$ cat config.mk
export PLATFORM = sky130hd
export DESIGN_NAME = dccp_top
export DESIGN_NICKNAME = d
export VERILOG_FILES = /design/src/design/dccp_pkg.sv /design/src/design/dccp_chan_if.sv /design/src/design/dccp_chan.sv /design/src/design/dccp_top.sv
export SDC_FILE = /design/constraint.sdc
export NUM_CORES = 1
export LEC_CHECK = 0
export BUFFER_PORTS_ARGS = -buffer_cell sky130_fd_sc_hd__buf_2
export CAP_MARGIN = 25
export CORE_UTILIZATION = 35
export CTS_BUF_LIST = sky130_fd_sc_hd__clkbuf_4
export CTS_CLUSTER_SIZE = 14
export DETAILED_ROUTE_END_ITERATION = 8
export PLACE_DENSITY = 0.59
export SYNTH_ARGS = -nofsm -noshare
export SYNTH_HDL_FRONTEND = slang
export SYNTH_SLANG_ARGS = --single-unit
$ cat constraint.sdc
create_clock -name I_CORE_CLK -period 4.87 [get_ports I_CORE_CLK]
set_input_delay 0.2435 -clock I_CORE_CLK [delete_from_list [all_inputs] [get_ports I_CORE_CLK]]
set_output_delay 0.2435 -clock I_CORE_CLK [all_outputs]
set_load 0.01 [all_outputs]
$ cat src/design/dccp_pkg.sv
// Shared constants for the dual capture/compare/PWM mode-control block
package dccp_pkg;
  // Register indexes; byte address is four times the index
  localparam logic [7:0] IDX_CH1_MODE = 8'h17;
  localparam logic [7:0] IDX_CH2_MODE = 8'h1D;
  localparam logic [7:0] IDX_CH1_VAL = 8'h20;
  localparam logic [7:0] IDX_CH2_VAL = 8'h21;
  localparam logic [7:0] IDX_CH1_DUTY = 8'h22;
  localparam logic [7:0] IDX_CH2_DUTY = 8'h23;
  localparam logic [7:0] IDX_SHARED_TIMEBASE_COUNTER = 8'h24;
  localparam logic [7:0] IDX_PERIOD = 8'h25;
  localparam logic [7:0] IDX_CTRL = 8'h26;
  localparam logic [7:0] IDX_STATUS = 8'h27;
  localparam logic [7:0] IDX_MASK = 8'h28;
  // Mode control fields
  localparam int MODE_LSB = 0;
  localparam int DUTY_LO_LSB = 4;
  localparam logic [5:0] MODE_CTRL_RESET = 6'h00;
  // Control register bits
  localparam int CTRL_SHARED_TIMEBASE_COUNTER_ON = 0;
  localparam int CTRL_PWM_PERIOD_TIMER_ON = 1;
  localparam int CTRL_ADC_EN = 2;
  localparam logic [2:0] CTRL_RESET = 3'h0;
  // Status / mask bits
  localparam int ST_CH1_EVT = 0;
  localparam int ST_CH2_EVT = 1;
  localparam int ST_PERIOD = 2;
  localparam int ST_WIDTH = 3;
  localparam logic [7:0] PERIOD_RESET = 8'hFF;
  // Mode select codes
  localparam logic [3:0] M_OFF = 4'h0;
  localparam logic [3:0] M_CAP_FALL = 4'h4;
  localparam logic [3:0] M_CAP_RISE = 4'h5;
  localparam logic [3:0] M_CAP_RISE4 = 4'h6;
  localparam logic [3:0] M_CAP_RISE16 = 4'h7;
  localparam logic [3:0] M_CMP_SET = 4'h8;
  localparam logic [3:0] M_CMP_CLR = 4'h9;
  localparam logic [3:0] M_CMP_SOFT = 4'hA;
  localparam logic [3:0] M_CMP_SPECIAL = 4'hB;
  localparam logic [3:0] PRESC_4_LAST = 4'h3;
  localparam logic [3:0] PRESC_16_LAST = 4'hF;
endpackage

$ cat src/design/dccp_chan_if.sv
// Signals between the top and one capture/compare/PWM channel
`timescale 1ns/1ps
`default_nettype none
interface dccp_chan_if;
  logic [3:0] mode;
  logic [9:0] duty;
  logic val_wr;
  logic [15:0] val_wdata;
  logic [15:0] shared_timebase_counter;
  logic [9:0] pwm_cnt;
  logic period_end;
  logic pin_in;
  logic [15:0] val;
  logic evt;
  logic pin_out;
  logic pin_oe;
  logic spec_trig;
  modport top (output mode, duty, val_wr, val_wdata, shared_timebase_counter, pwm_cnt, period_end, pin_in,
    input val, evt, pin_out, pin_oe, spec_trig);
  modport chan (input mode, duty, val_wr, val_wdata, shared_timebase_counter, pwm_cnt, period_end, pin_in,
    output val, evt, pin_out, pin_oe, spec_trig);
endinterface
`default_nettype wire

$ cat src/design/dccp_chan.sv
// One capture/compare/PWM channel: capture, compare and PWM datapath
`timescale 1ns/1ps
`default_nettype none
module dccp_chan (
  // Clock and reset
  input wire logic i_clk,
  input wire logic i_rst_n,
  // Link to the top
  dccp_chan_if.chan ch
);
  logic [15:0] val_q;
  logic [9:0] duty_q;
  logic [3:0] presc_q;
  logic pin_prev_q;
  logic match_q;
  logic pin_q;
  logic oe_q;
  logic evt_q;
  logic trig_q;

  wire is_off = ch.mode == dccp_pkg::M_OFF;
  wire is_cap = ch.mode[3:2] == 2'b01;
  wire is_cmp = ch.mode[3:2] == 2'b10;
  wire is_pwm = ch.mode[3:2] == 2'b11;
  wire rise = ch.pin_in & ~pin_prev_q;
  wire fall = ~ch.pin_in & pin_prev_q;
  wire presc_last = (ch.mode == dccp_pkg::M_CAP_RISE4 && presc_q == dccp_pkg::PRESC_4_LAST) ||
                    (ch.mode == dccp_pkg::M_CAP_RISE16 && presc_q == dccp_pkg::PRESC_16_LAST);
  wire cap_hit = is_cap & ((ch.mode == dccp_pkg::M_CAP_FALL & fall) |
                 (ch.mode == dccp_pkg::M_CAP_RISE & rise) | (rise & presc_last));
  wire match = ch.shared_timebase_counter == val_q;
  wire cmp_hit = is_cmp & match & ~match_q;
  wire [9:0] duty_now = (is_pwm && !ch.period_end) ? duty_q : ch.duty;

  // Prescaler counts rises in all four capture modes, cleared outside capture
  always_ff @(posedge i_clk or negedge i_rst_n) begin
    if (!i_rst_n) begin
      presc_q <= 4'h0;
    end else if (!is_cap || is_off) begin
      presc_q <= 4'h0;
    end else if (rise) begin
      presc_q <= presc_last ? 4'h0 : presc_q + 4'h1;
    end
  end

  // Capture overwrites unread value; a software write loses to a capture
  always_ff @(posedge i_clk or negedge i_rst_n) begin
    if (!i_rst_n) begin
      val_q <= 16'h0000;
    end else if (cap_hit) begin
      val_q <= ch.shared_timebase_counter;
    end else if (ch.val_wr) begin
      val_q <= ch.val_wdata;
    end
  end

  // Duty takes effect only at the shared period end, so both channels update together
  always_ff @(posedge i_clk or negedge i_rst_n) begin
    if (!i_rst_n) begin
      duty_q <= 10'h000;
    end else begin
      duty_q <= duty_now;
    end
  end

  always_ff @(posedge i_clk or negedge i_rst_n) begin
    if (!i_rst_n) begin
      pin_prev_q <= 1'b0;
      match_q <= 1'b0;
      evt_q <= 1'b0;
      trig_q <= 1'b0;
      oe_q <= 1'b0;
    end else begin
      pin_prev_q <= ch.pin_in;
      match_q <= is_cmp & match;
      evt_q <= cap_hit | cmp_hit;
      trig_q <= cmp_hit & (ch.mode == dccp_pkg::M_CMP_SPECIAL);
      oe_q <= is_cmp | is_pwm;
    end
  end

  // Output latch: low when off, driven by match in compare, by period timer in PWM
  always_ff @(posedge i_clk or negedge i_rst_n) begin
    if (!i_rst_n) begin
      pin_q <= 1'b0;
    end else if (is_off) begin
      pin_q <= 1'b0;
    end else if (is_pwm) begin
      pin_q <= ch.pwm_cnt < duty_now;
    end else if (cmp_hit && ch.mode == dccp_pkg::M_CMP_SET) begin
      pin_q <= 1'b1;
    end else if (cmp_hit && ch.mode == dccp_pkg::M_CMP_CLR) begin
      pin_q <= 1'b0;
    end
  end

  assign ch.val = val_q;
  assign ch.evt = evt_q;
  assign ch.pin_out = pin_q;
  assign ch.pin_oe = oe_q;
  assign ch.spec_trig = trig_q;
endmodule // dccp_chan
`default_nettype wire

$ cat src/design/dccp_top.sv
// Dual capture/compare/PWM mode control with APB registers and shared timers
//
// How it works
// - Both PWM channels share one period timer; duty updates at its period end.
// - PWM periods of both channels start together, rising edges aligned.
// - Mode register bits 5:4 are duty bits 1:0, used only in PWM.
// - Duty high byte register supplies duty bits 9:2.
// - Mode 0000 disables the channel and resets its internal state.
// - Code 1011 flags, leaves pin, clears shared timer; channel two starts conversion.
// - Capture copies the shared timer into the value register and flags it.
// - Compare checks value against shared timer, applies pin action, flags.
//
// Register access over APB was left to the implementer.
`timescale 1ns/1ps
`default_nettype none
module dccp_top (
  // Clock and reset
  input wire logic I_CORE_CLK,
  input wire logic I_RST_N,
  // APB slave
  input wire logic I_PSEL,
  input wire logic I_PENABLE,
  input wire logic I_PWRITE,
  input wire logic [11:0] I_PADDR,
  input wire logic [31:0] I_PWDATA,
  output logic [31:0] O_PRDATA,
  output logic O_PREADY,
  output logic O_PSLVERR,
  // Channel pins
  input wire logic I_CH1_PIN,
  input wire logic I_CH2_PIN,
  output logic O_CH1_PIN,
  output logic O_CH1_OE,
  output logic O_CH2_PIN,
  output logic O_CH2_OE,
  // System events
  output logic O_ADC_START,
  output logic O_IRQ
);
  logic [1:0] rst_sync_q;
  wire rst_n = rst_sync_q[1];
  logic [1:0] pin_s1_q;
  logic [1:0] pin_s2_q;
  logic [5:0] mode_q [2];
  logic [7:0] duty_hi_q [2];
  logic [15:0] shared_timebase_counter_q;
  logic [7:0] pwm_period_timer_q;
  logic [1:0] fine_q;
  logic [7:0] period_q;
  logic [2:0] ctrl_q;
  logic [dccp_pkg::ST_WIDTH-1:0] status_q;
  logic [dccp_pkg::ST_WIDTH-1:0] mask_q;
  logic [31:0] prdata_q;
  logic pready_q;
  logic pslverr_q;
  logic irq_q;
  logic adc_q;
  logic period_end_q;

  dccp_chan_if ch_if[2] ();

  // Reset release through two flops
  always_ff @(posedge I_CORE_CLK or negedge I_RST_N) begin
    if (!I_RST_N) begin
      rst_sync_q <= 2'b00;
    end else begin
      rst_sync_q <= {rst_sync_q[0], 1'b1};
    end
  end

  // Pins are asynchronous to the core clock
  always_ff @(posedge I_CORE_CLK or negedge rst_n) begin
    if (!rst_n) begin
      pin_s1_q <= 2'b00;
      pin_s2_q <= 2'b00;
    end else begin
      pin_s1_q <= {I_CH2_PIN, I_CH1_PIN};
      pin_s2_q <= pin_s1_q;
    end
  end

  // APB decode; pready is registered so read data can come from a flop
  wire setup = I_PSEL & ~I_PENABLE;
  wire access = I_PSEL & I_PENABLE & pready_q;
  wire wr = access & I_PWRITE;
  wire [7:0] idx = I_PADDR[9:2];
  wire addr_ok = I_PADDR[11:10] == 2'b00 && I_PADDR[1:0] == 2'b00;
  wire hit_m1 = addr_ok && idx == dccp_pkg::IDX_CH1_MODE;
  wire hit_m2 = addr_ok && idx == dccp_pkg::IDX_CH2_MODE;
  wire hit_v1 = addr_ok && idx == dccp_pkg::IDX_CH1_VAL;
  wire hit_v2 = addr_ok && idx == dccp_pkg::IDX_CH2_VAL;
  wire hit_d1 = addr_ok && idx == dccp_pkg::IDX_CH1_DUTY;
  wire hit_d2 = addr_ok && idx == dccp_pkg::IDX_CH2_DUTY;
  wire hit_t1 = addr_ok && idx == dccp_pkg::IDX_SHARED_TIMEBASE_COUNTER;
  wire hit_pr = addr_ok && idx == dccp_pkg::IDX_PERIOD;
  wire hit_ct = addr_ok && idx == dccp_pkg::IDX_CTRL;
  wire hit_st = addr_ok && idx == dccp_pkg::IDX_STATUS;
  wire hit_mk = addr_ok && idx == dccp_pkg::IDX_MASK;
  wire hit_any = hit_m1 | hit_m2 | hit_v1 | hit_v2 | hit_d1 | hit_d2 | hit_t1 | hit_pr |
                 hit_ct | hit_st | hit_mk;
  wire [31:0] rd_mux =
    hit_m1 ? {26'h0, mode_q[0]} : hit_m2 ? {26'h0, mode_q[1]} :
    hit_v1 ? {16'h0, ch_if[0].val} : hit_v2 ? {16'h0, ch_if[1].val} :
    hit_d1 ? {24'h0, duty_hi_q[0]} : hit_d2 ? {24'h0, duty_hi_q[1]} :
    hit_t1 ? {16'h0, shared_timebase_counter_q} : hit_pr ? {24'h0, period_q} :
    hit_ct ? {29'h0, ctrl_q} : hit_st ? {29'h0, status_q} :
    hit_mk ? {29'h0, mask_q} : 32'h0;

  always_ff @(posedge I_CORE_CLK or negedge rst_n) begin
    if (!rst_n) begin
      pready_q <= 1'b0;
      pslverr_q <= 1'b0;
      prdata_q <= 32'h0;
    end else begin
      pready_q <= setup;
      pslverr_q <= setup & ~hit_any;
      prdata_q <= (setup & ~I_PWRITE) ? rd_mux : 32'h0;
    end
  end

  // Software registers
  always_ff @(posedge I_CORE_CLK or negedge rst_n) begin
    if (!rst_n) begin
      mode_q[0] <= dccp_pkg::MODE_CTRL_RESET;
      mode_q[1] <= dccp_pkg::MODE_CTRL_RESET;
      duty_hi_q[0] <= 8'h00;
      duty_hi_q[1] <= 8'h00;
      period_q <= dccp_pkg::PERIOD_RESET;
      ctrl_q <= dccp_pkg::CTRL_RESET;
      mask_q <= '0;
    end else begin
      if (wr && hit_m1) mode_q[0] <= I_PWDATA[5:0];
      if (wr && hit_m2) mode_q[1] <= I_PWDATA[5:0];
      if (wr && hit_d1) duty_hi_q[0] <= I_PWDATA[7:0];
      if (wr && hit_d2) duty_hi_q[1] <= I_PWDATA[7:0];
      if (wr && hit_pr) period_q <= I_PWDATA[7:0];
      if (wr && hit_ct) ctrl_q <= I_PWDATA[2:0];
      if (wr && hit_mk) mask_q <= I_PWDATA[dccp_pkg::ST_WIDTH-1:0];
    end
  end

  // Shared time-base; either special trigger clears it, outranking a software load
  wire spec_clr = ch_if[0].spec_trig | ch_if[1].spec_trig;
  always_ff @(posedge I_CORE_CLK or negedge rst_n) begin
    if (!rst_n) begin
      shared_timebase_counter_q <= 16'h0000;
    end else if (spec_clr) begin
      shared_timebase_counter_q <= 16'h0000;
    end else if (wr && hit_t1) begin
      shared_timebase_counter_q <= I_PWDATA[15:0];
    end else if (ctrl_q[dccp_pkg::CTRL_SHARED_TIMEBASE_COUNTER_ON]) begin
      shared_timebase_counter_q <= shared_timebase_counter_q + 16'h0001;
    end
  end

  // One period timer for both channels: 8-bit count plus 2 fine bits
  wire period_last = pwm_period_timer_q == period_q && fine_q == 2'b11;
  always_ff @(posedge I_CORE_CLK or negedge rst_n) begin
    if (!rst_n) begin
      pwm_period_timer_q <= 8'h00;
      fine_q <= 2'b00;
      period_end_q <= 1'b0;
    end else if (ctrl_q[dccp_pkg::CTRL_PWM_PERIOD_TIMER_ON]) begin
      fine_q <= fine_q + 2'b01;
      period_end_q <= period_last;
      if (period_last) begin
        pwm_period_timer_q <= 8'h00;
      end else if (fine_q == 2'b11) begin
        pwm_period_timer_q <= pwm_period_timer_q + 8'h01;
      end
    end else begin
      period_end_q <= 1'b0;
    end
  end

  // Sticky events, write one to clear; a new event wins over the clear
  wire [dccp_pkg::ST_WIDTH-1:0] ev = {period_end_q, ch_if[1].evt, ch_if[0].evt};
  wire [dccp_pkg::ST_WIDTH-1:0] w1c = (wr && hit_st) ? I_PWDATA[dccp_pkg::ST_WIDTH-1:0] : '0;
  wire [dccp_pkg::ST_WIDTH-1:0] status_d = (status_q & ~w1c) | ev;
  always_ff @(posedge I_CORE_CLK or negedge rst_n) begin
    if (!rst_n) begin
      status_q <= '0;
      irq_q <= 1'b0;
      adc_q <= 1'b0;
    end else begin
      status_q <= status_d;
      irq_q <= |(status_d & mask_q);
      adc_q <= ch_if[1].spec_trig & ctrl_q[dccp_pkg::CTRL_ADC_EN];
    end
  end

  for (genvar g = 0; g < 2; g++) begin : g_ch
    assign ch_if[g].mode = mode_q[g][dccp_pkg::MODE_LSB +: 4];
    assign ch_if[g].duty = {duty_hi_q[g], mode_q[g][dccp_pkg::DUTY_LO_LSB +: 2]};
    assign ch_if[g].val_wr = wr & (g == 0 ? hit_v1 : hit_v2);
    assign ch_if[g].val_wdata = I_PWDATA[15:0];
    assign ch_if[g].shared_timebase_counter = shared_timebase_counter_q;
    assign ch_if[g].pwm_cnt = {pwm_period_timer_q, fine_q};
    assign ch_if[g].period_end = period_end_q;
    assign ch_if[g].pin_in = pin_s2_q[g];
    dccp_chan u_chan (
      .i_clk(I_CORE_CLK),
      .i_rst_n(rst_n),
      .ch(ch_if[g])
    );
  end

  assign O_PRDATA = prdata_q;
  assign O_PREADY = pready_q;
  assign O_PSLVERR = pslverr_q;
  assign O_CH1_PIN = ch_if[0].pin_out;
  assign O_CH1_OE = ch_if[0].pin_oe;
  assign O_CH2_PIN = ch_if[1].pin_out;
  assign O_CH2_OE = ch_if[1].pin_oe;
  assign O_ADC_START = adc_q;
  assign O_IRQ = irq_q;
endmodule // dccp_top
`default_nettype wire
* After elaboration in Yosys (flattened, before gate mapping)
Index checks and enable logic that the tools add are counted.
** Cells by class
- Add/sub/neg operators :: 5
- Magnitude comparators :: 2
- Equal/unequal tests :: 39
- Mux-type cells :: 39
- Bitwise logic cells :: 59
- Reduce and logical (&&, ||, !) cells :: 53
** Operators by type and width (count)
- $mux W16 :: 15
- $eq A8 B6 Y1 const B :: 9
- $eq A16 B16 Y1 :: 2
- $eq A4 B3 Y1 const B :: 8
- $eq A4 B4 Y1 const B :: 8
- $logic_and A1 B1 Y1 :: 32
- $and A1 B1 Y1 :: 27
- $mux W4 :: 6
- $mux W8 :: 3
- $lt A10 B10 Y1 :: 2
- $mux W10 :: 2
- $or A1 B1 Y1 :: 19
- $add A16 B1 Y16 const B :: 1
- $eq A8 B5 Y1 const B :: 2
- $mux W3 :: 4
- $eq A2 B2 Y1 const B :: 5
- $reduce_bool A2 Y1 :: 5
- $mux W1 :: 9
- $not A1 Y1 :: 9
- $add A4 B1 Y4 const B :: 2
- $add A8 B1 Y8 const B :: 1
- $eq A4 B2 Y1 const B :: 2
- $eq A8 B8 Y1 :: 1
- $logic_not A4 Y1 :: 2
- other kinds (12) :: 21
** Storage, ports and cells
- Flip-flop bits (word level) :: 170
- Bits of input ports :: 51
- Output and inout port bits :: 40
- Logic and storage cells :: 235

* Depth between registers and ports, before layout
- Word-level depth :: 15
- Gate-level depth with buffers :: 12
- Mapped depth without buffers :: 11

* Cells and area by module
Synthesis repeated with hierarchy kept, for this count alone.
** Unflattened totals
- Cells, all modules :: 894
- Area total of the unflattened synthesis :: 9178.8 um2
** By module, submodules not included
- dccp_top :: times used 1, cells each 504, area each 5205.0 um2, seq. area each 2462.4 um2
- dccp_chan :: times used 2, cells each 195, area each 1986.9 um2, seq. area each 900.9 um2

* Least setup slack after synthesis
Ideal clock, no wire load.
- Path type :: reg-to-reg
- Start :: register mode_q (netlist bit ch_if[1].mode[3])
- End :: register g_ch[1].u_chan.pin_q
- Library setup time :: 0.082 ns
- Arrival time :: 2.223 ns
- Data required time :: 4.788 ns
- Path slack :: 2.565 ns
- Stages on the path, launching flop included :: 12
- Path buffers :: 1
- Clock period less this slack :: 2.305 ns
- Path through :: dfrtp_1 -> nand2_1 -> or2_2 -> clkbuf_1 -> mux2i_1 -> ha_1 -> a211oi_1 -> nand2_1 -> a21o_1 -> o21ai_0 -> a31oi_1 -> o22ai_1
** On the way
- Cells in the longest elaborated chain, start to end :: 7
- Elaborated cells on any way between the ends :: 16
- Classes of those cells :: 1 x order compare; 4 x eq/ne; 4 x mux; 2 x bitwise; 5 x reduce/logical
** RTL lines
- start, declared :: line dccp_top.sv:44 : logic [5:0] mode_q [2];
- parallel branches: the longest is 7 deep, another holds $lt A10 B10 Y1
- end signal, assigned :: line dccp_chan.sv:89 : pin_q <= ch.pwm_cnt < duty_now;
- end, declared :: line dccp_chan.sv:16 : logic pin_q;
Several ways; the timed one is not identified.
A chain may end at the register's enable or synchronous reset.

* Final worst setup path
- Start :: register mode_q (netlist bit ch_if[0].mode[2])
- End :: register g_ch[0].u_chan.pin_q
** On the way
- Cells in the longest elaborated chain, start to end :: 7
- Elaborated cells on any way between the ends :: 16
- Classes of those cells :: 1 x order compare; 4 x eq/ne; 4 x mux; 2 x bitwise; 5 x reduce/logical
** RTL lines (line)
- parallel branches: the longest is 7 deep, another holds $lt A10 B10 Y1
- end signal, assigned :: dccp_chan.sv:89
- end, declared :: dccp_chan.sv:16
Several ways; the timed one is not identified.

==> flow_summary.yaml <==
run_status:
  status: "finished, final reports clean"
sta:
  slew_headroom: 0.316
  period_share: 0.585
  rsz0062_at_grt: "no"
  setup_viol: 0
  finClkSkew_ps: 22.7
  worst_pin_slew_ps: 1020
  tns_ps: 0
  slew_viol_final: 0
  finalCriticalPeriod_ps: 2850
  fmax_ghz: 0.351
  hold_violations: 0
pwr:
  seqPwrFrac: 0.604
  switchingPower_uw: 598
  vdd_drop_max_mv: 0.114
  clock_power_share: 0.344
  intPower_uw: 1780
  fin_total_pwr_uw: 2370
  p_leak_uw: 0.00473
  p_sw_frac: 0.252
  cellPowerDensity_mw_per_mm2: 238
  power.share.combinational: 0.051
critical_path:
  path_cells: "nand3b_1 > mux2i_1 > ha_1 > a21boi_0 > o21ai_0 > a211oi_1 > nor4_1"
  end_kind: "flop"
  cp_slowest_cell: "dfrtp_1"
  cp.required_ps: 5350
  path_class: "reg -> reg"
  critical_path_peak_fanout: 10
  max_stage_delay_ps: 680
  start_kind: "flop"
  cp_data_arrival_time_ps: 3330
cells_and_area:
  area_growth_pct: 9.88
  layout.nets: 1010
  fill_cells: 2501
  layout-drive-gt1-share: 0.173
synth:
  syn-cell-area_mm2: 0.00907
  yosys_register_bits: 170
  ys.flop_type: "dfrtp_1"
  yosys_warnings: 0
  syn_inst: 898
  synth.top_cell.area_share: 0.447
  async_flop_share: 1.00
  synth_edf_count: 0
  syn_avg_cell_area_um2: 10.1
  synth_top_area_cell: "dfrtp_1"
  yosysUniqueCellTypes: 63
  synthTopCellsByArea: "dfrtp_1 45%, mux2_2 6.2%, mux2i_1 5.8%, nor2_1 4.6%, xnor2_1 3.3%"
  synth_seq_area_share: 0.470
clocking:
  clk_latency_ps: 590
  root_buffer: "clkbuf_4"
  htree_levels: 4
  cts_tree: "built"
  cts.clk_slew.worst_paths_ps: 150
  cts_resized: 0
  cts_made_buffers: 17
  clockBufferDepth: 2
  cts_sinks: 170
worst_hold_path:
  hold_class: "in -> reg"
routing:
  route.vias.total: 6816
  antenna_left: 0
  wl_per_cell_um: 18.6
  drt_iter0_drc: 532
  drt_wl_total_um: 23800
  drtPass1Iterations: 7
  route.detailed.drc: 0
  via_per_inst: 5.33
placement:
  place.port_buffers: 58
  dp_hpwl_um: 17000
  gp_congestion: 0.863
floorplanning:
  die_area_mm2: 0.0266
  die_h_um: 163
  io_pins: 91
  die_w_um: 163
  num_rows: 58
  core_area_mm2: 0.0253
  start_util: 0.358
global_routing:
  grt_overflow: 0
  grt_use_total: 0.187
  grt_pass1_vias: 6482
  grt_start_max_net_pins: 75
  antenna_found_initial: 1
  grt_pass1_wl_um: 37200
flow_run:
  drv_cap: 0
[synth_stat cells (7+ instances only)]
| master | n |
|---|---|
| a211oi_1 | 19 |
| a21o_1 | 7 |
| a21oi_1 | 59 |
| a222oi_1 | 11 |
| and3_1 | 11 |
| buf_4 | 16 |
| clkbuf_1 | 51 |
| dfrtp_1 | 162 |
| dfstp_2 | 8 |
| ha_1 | 23 |
| inv_1 | 26 |
| mux2_2 | 50 |
| mux2i_1 | 53 |
| nand2_1 | 48 |
| nand2b_1 | 9 |
| nand3_1 | 22 |
| nand4_1 | 15 |
| nor2_1 | 110 |
| nor2b_1 | 11 |
| nor3_1 | 14 |
| nor4_1 | 7 |
| o21ai_0 | 8 |
| o22ai_1 | 11 |
| xnor2_1 | 34 |
| xor2_1 | 29 |
[cell usage in the layout, fill, tap and decap left out, types with 8 or more instances in the layout]
cell           netlist  routed
buf_2                4      58
nor2_1             110     110
mux2i_1             53      53
nand2b_1             9       9
a211oi_1            19      19
o21ai_0              8       8
xnor2_1             34      34
conb_1               2      17
inv_1               26      26
xor2_1              29      29
clkbuf_4             0      20
dfstp_2              8       8
ha_1                23      23
a222oi_1            11      11
a21oi_1             59      59
and3_1              11      11
nor3_1              14      14
nand3_1             22      22
nor2b_1             11      11
nand2_1             48      48
dfrtp_1            162     161
mux2_2              50      50
dlygate4sd3_1        0      16
nand4_1             15      15
o22ai_1             11      11
[power groups by stage]
stage / registers, µW / logic [µW] / clock network [µW]
5_1_grt: 1440 / 134 / 898
6_report: 1430 / 122 / 818
3_3_place_gp: 1460 / 112 / 0
4_1_cts: 1440 / 122 / 848
2_1_floorplan: 1470 / 64.7 / 0
3_5_place_dp: 1460 / 112 / 0
[flip-flops by register name, summed over array words and instances (netlist names), 8 cells and up]
signal and flops:
g_ch.u_chan.ch.val 32, ch_if.duty 20, g_ch.u_chan.duty_q 20, O_PRDATA 16
ch_if.shared_timebase_counter 16, ch_if.mode 8, g_ch.u_chan.presc_q 8, period_q 8
pwm_period_timer_q 8
[cell type report]
type,instances,area [µm²],area share
repair buffers,79,500,0.0502
diodes,1,2.50,0.000251
well taps,330,413,0.0414
multi-input cells,642,4410,0.443
clock inverters,11,124,0.0124
flip-flops and latches,170,4270,0.428
inverters,26,97.6,0.00979
clock buffers,20,150,0.0151
[layer usage]
metal,track usage,vias up,routed length [µm]
met3,0.0359,29,1350
met1,0.258,3337,10900
met4,0.0552,0,427
met2,0.294,223,11100
li1,-,3227,-
met5,0,-,0
[kinds of logic after synthesis]
family                   count (synthesis)  share of synthesized area
flip-flops                             170                      0.470
AO/OA/AOI/OAI                          153                      0.112
buffers and inverters                  101                     0.0498
AND/OR/NAND/NOR                        283                      0.154
XOR/XNOR                                63                     0.0608
other                                    2                   0.000828
adder cells (fa/ha/maj)                 23                     0.0317
multiplexers                           103                      0.121
[critical path: cells and delay by family, from the launching register on]
| family | cells | cell delay [ps] |
|---|---|---|
| and+or+nand+nor | 2 | 870 |
| DFF | 1 | 680 |
| AOI/OAI and AO/OA | 3 | 550 |
| muxes | 1 | 370 |
| adders and majority gates | 1 | 270 |
[per-stage QoR]
stage          hold WS, ps  worst slack (ps)  instance area [µm²]  std cells  utilization
6_report              35.6              2020                 9970       1279        0.394
5_1_grt               22.7              1720                 9970       1279        0.394
4_1_cts               4.11              1980                 9960       1278        0.393
3_5_place_dp          31.7              1530                 9530       1231        0.376
3_3_place_gp          29.4              1580                 9530       1231        0.376
2_1_floorplan        -52.1              2070                 9130        913            -
[worst paths after layout]
check                                        startpoint                               endpoint  slack (ps)  cells past startpoint
max in group asynchronous       rst_sync_q[1]$_DFF_PN0_  g_ch[1].u_chan.ch.val[13]$_DFFE_PN0P_        3440                      1
max                        ch_if[0].mode[2]$_DFFE_PN0P_  g_ch[0].u_chan.ch.pin_out$_DFFE_PN0P_        2020                      7
min in group asynchronous       rst_sync_q[1]$_DFF_PN0_   g_ch[1].u_chan.ch.val[2]$_DFFE_PN0P_         440                      0
min reg2reg                       pin_s1_q[0]$_DFF_PN0_                  pin_s2_q[0]$_DFF_PN0_         360                      0
max reg2reg                ch_if[0].mode[2]$_DFFE_PN0P_  g_ch[0].u_chan.ch.pin_out$_DFFE_PN0P_        2020                      7
min                                         I_PWDATA[0]           ch_if[1].mode[0]$_DFFE_PN0P_          40                      3
[what timing repair did]
item / in CTS / in global routing
setup buffers: 0 / 0
setup endpoints to repair: 0 / 0
hold buffers: 16 / 0
endpoints found under the hold margin: 39 / 0
Note: power is estimated with default switching activity, not from simulation.
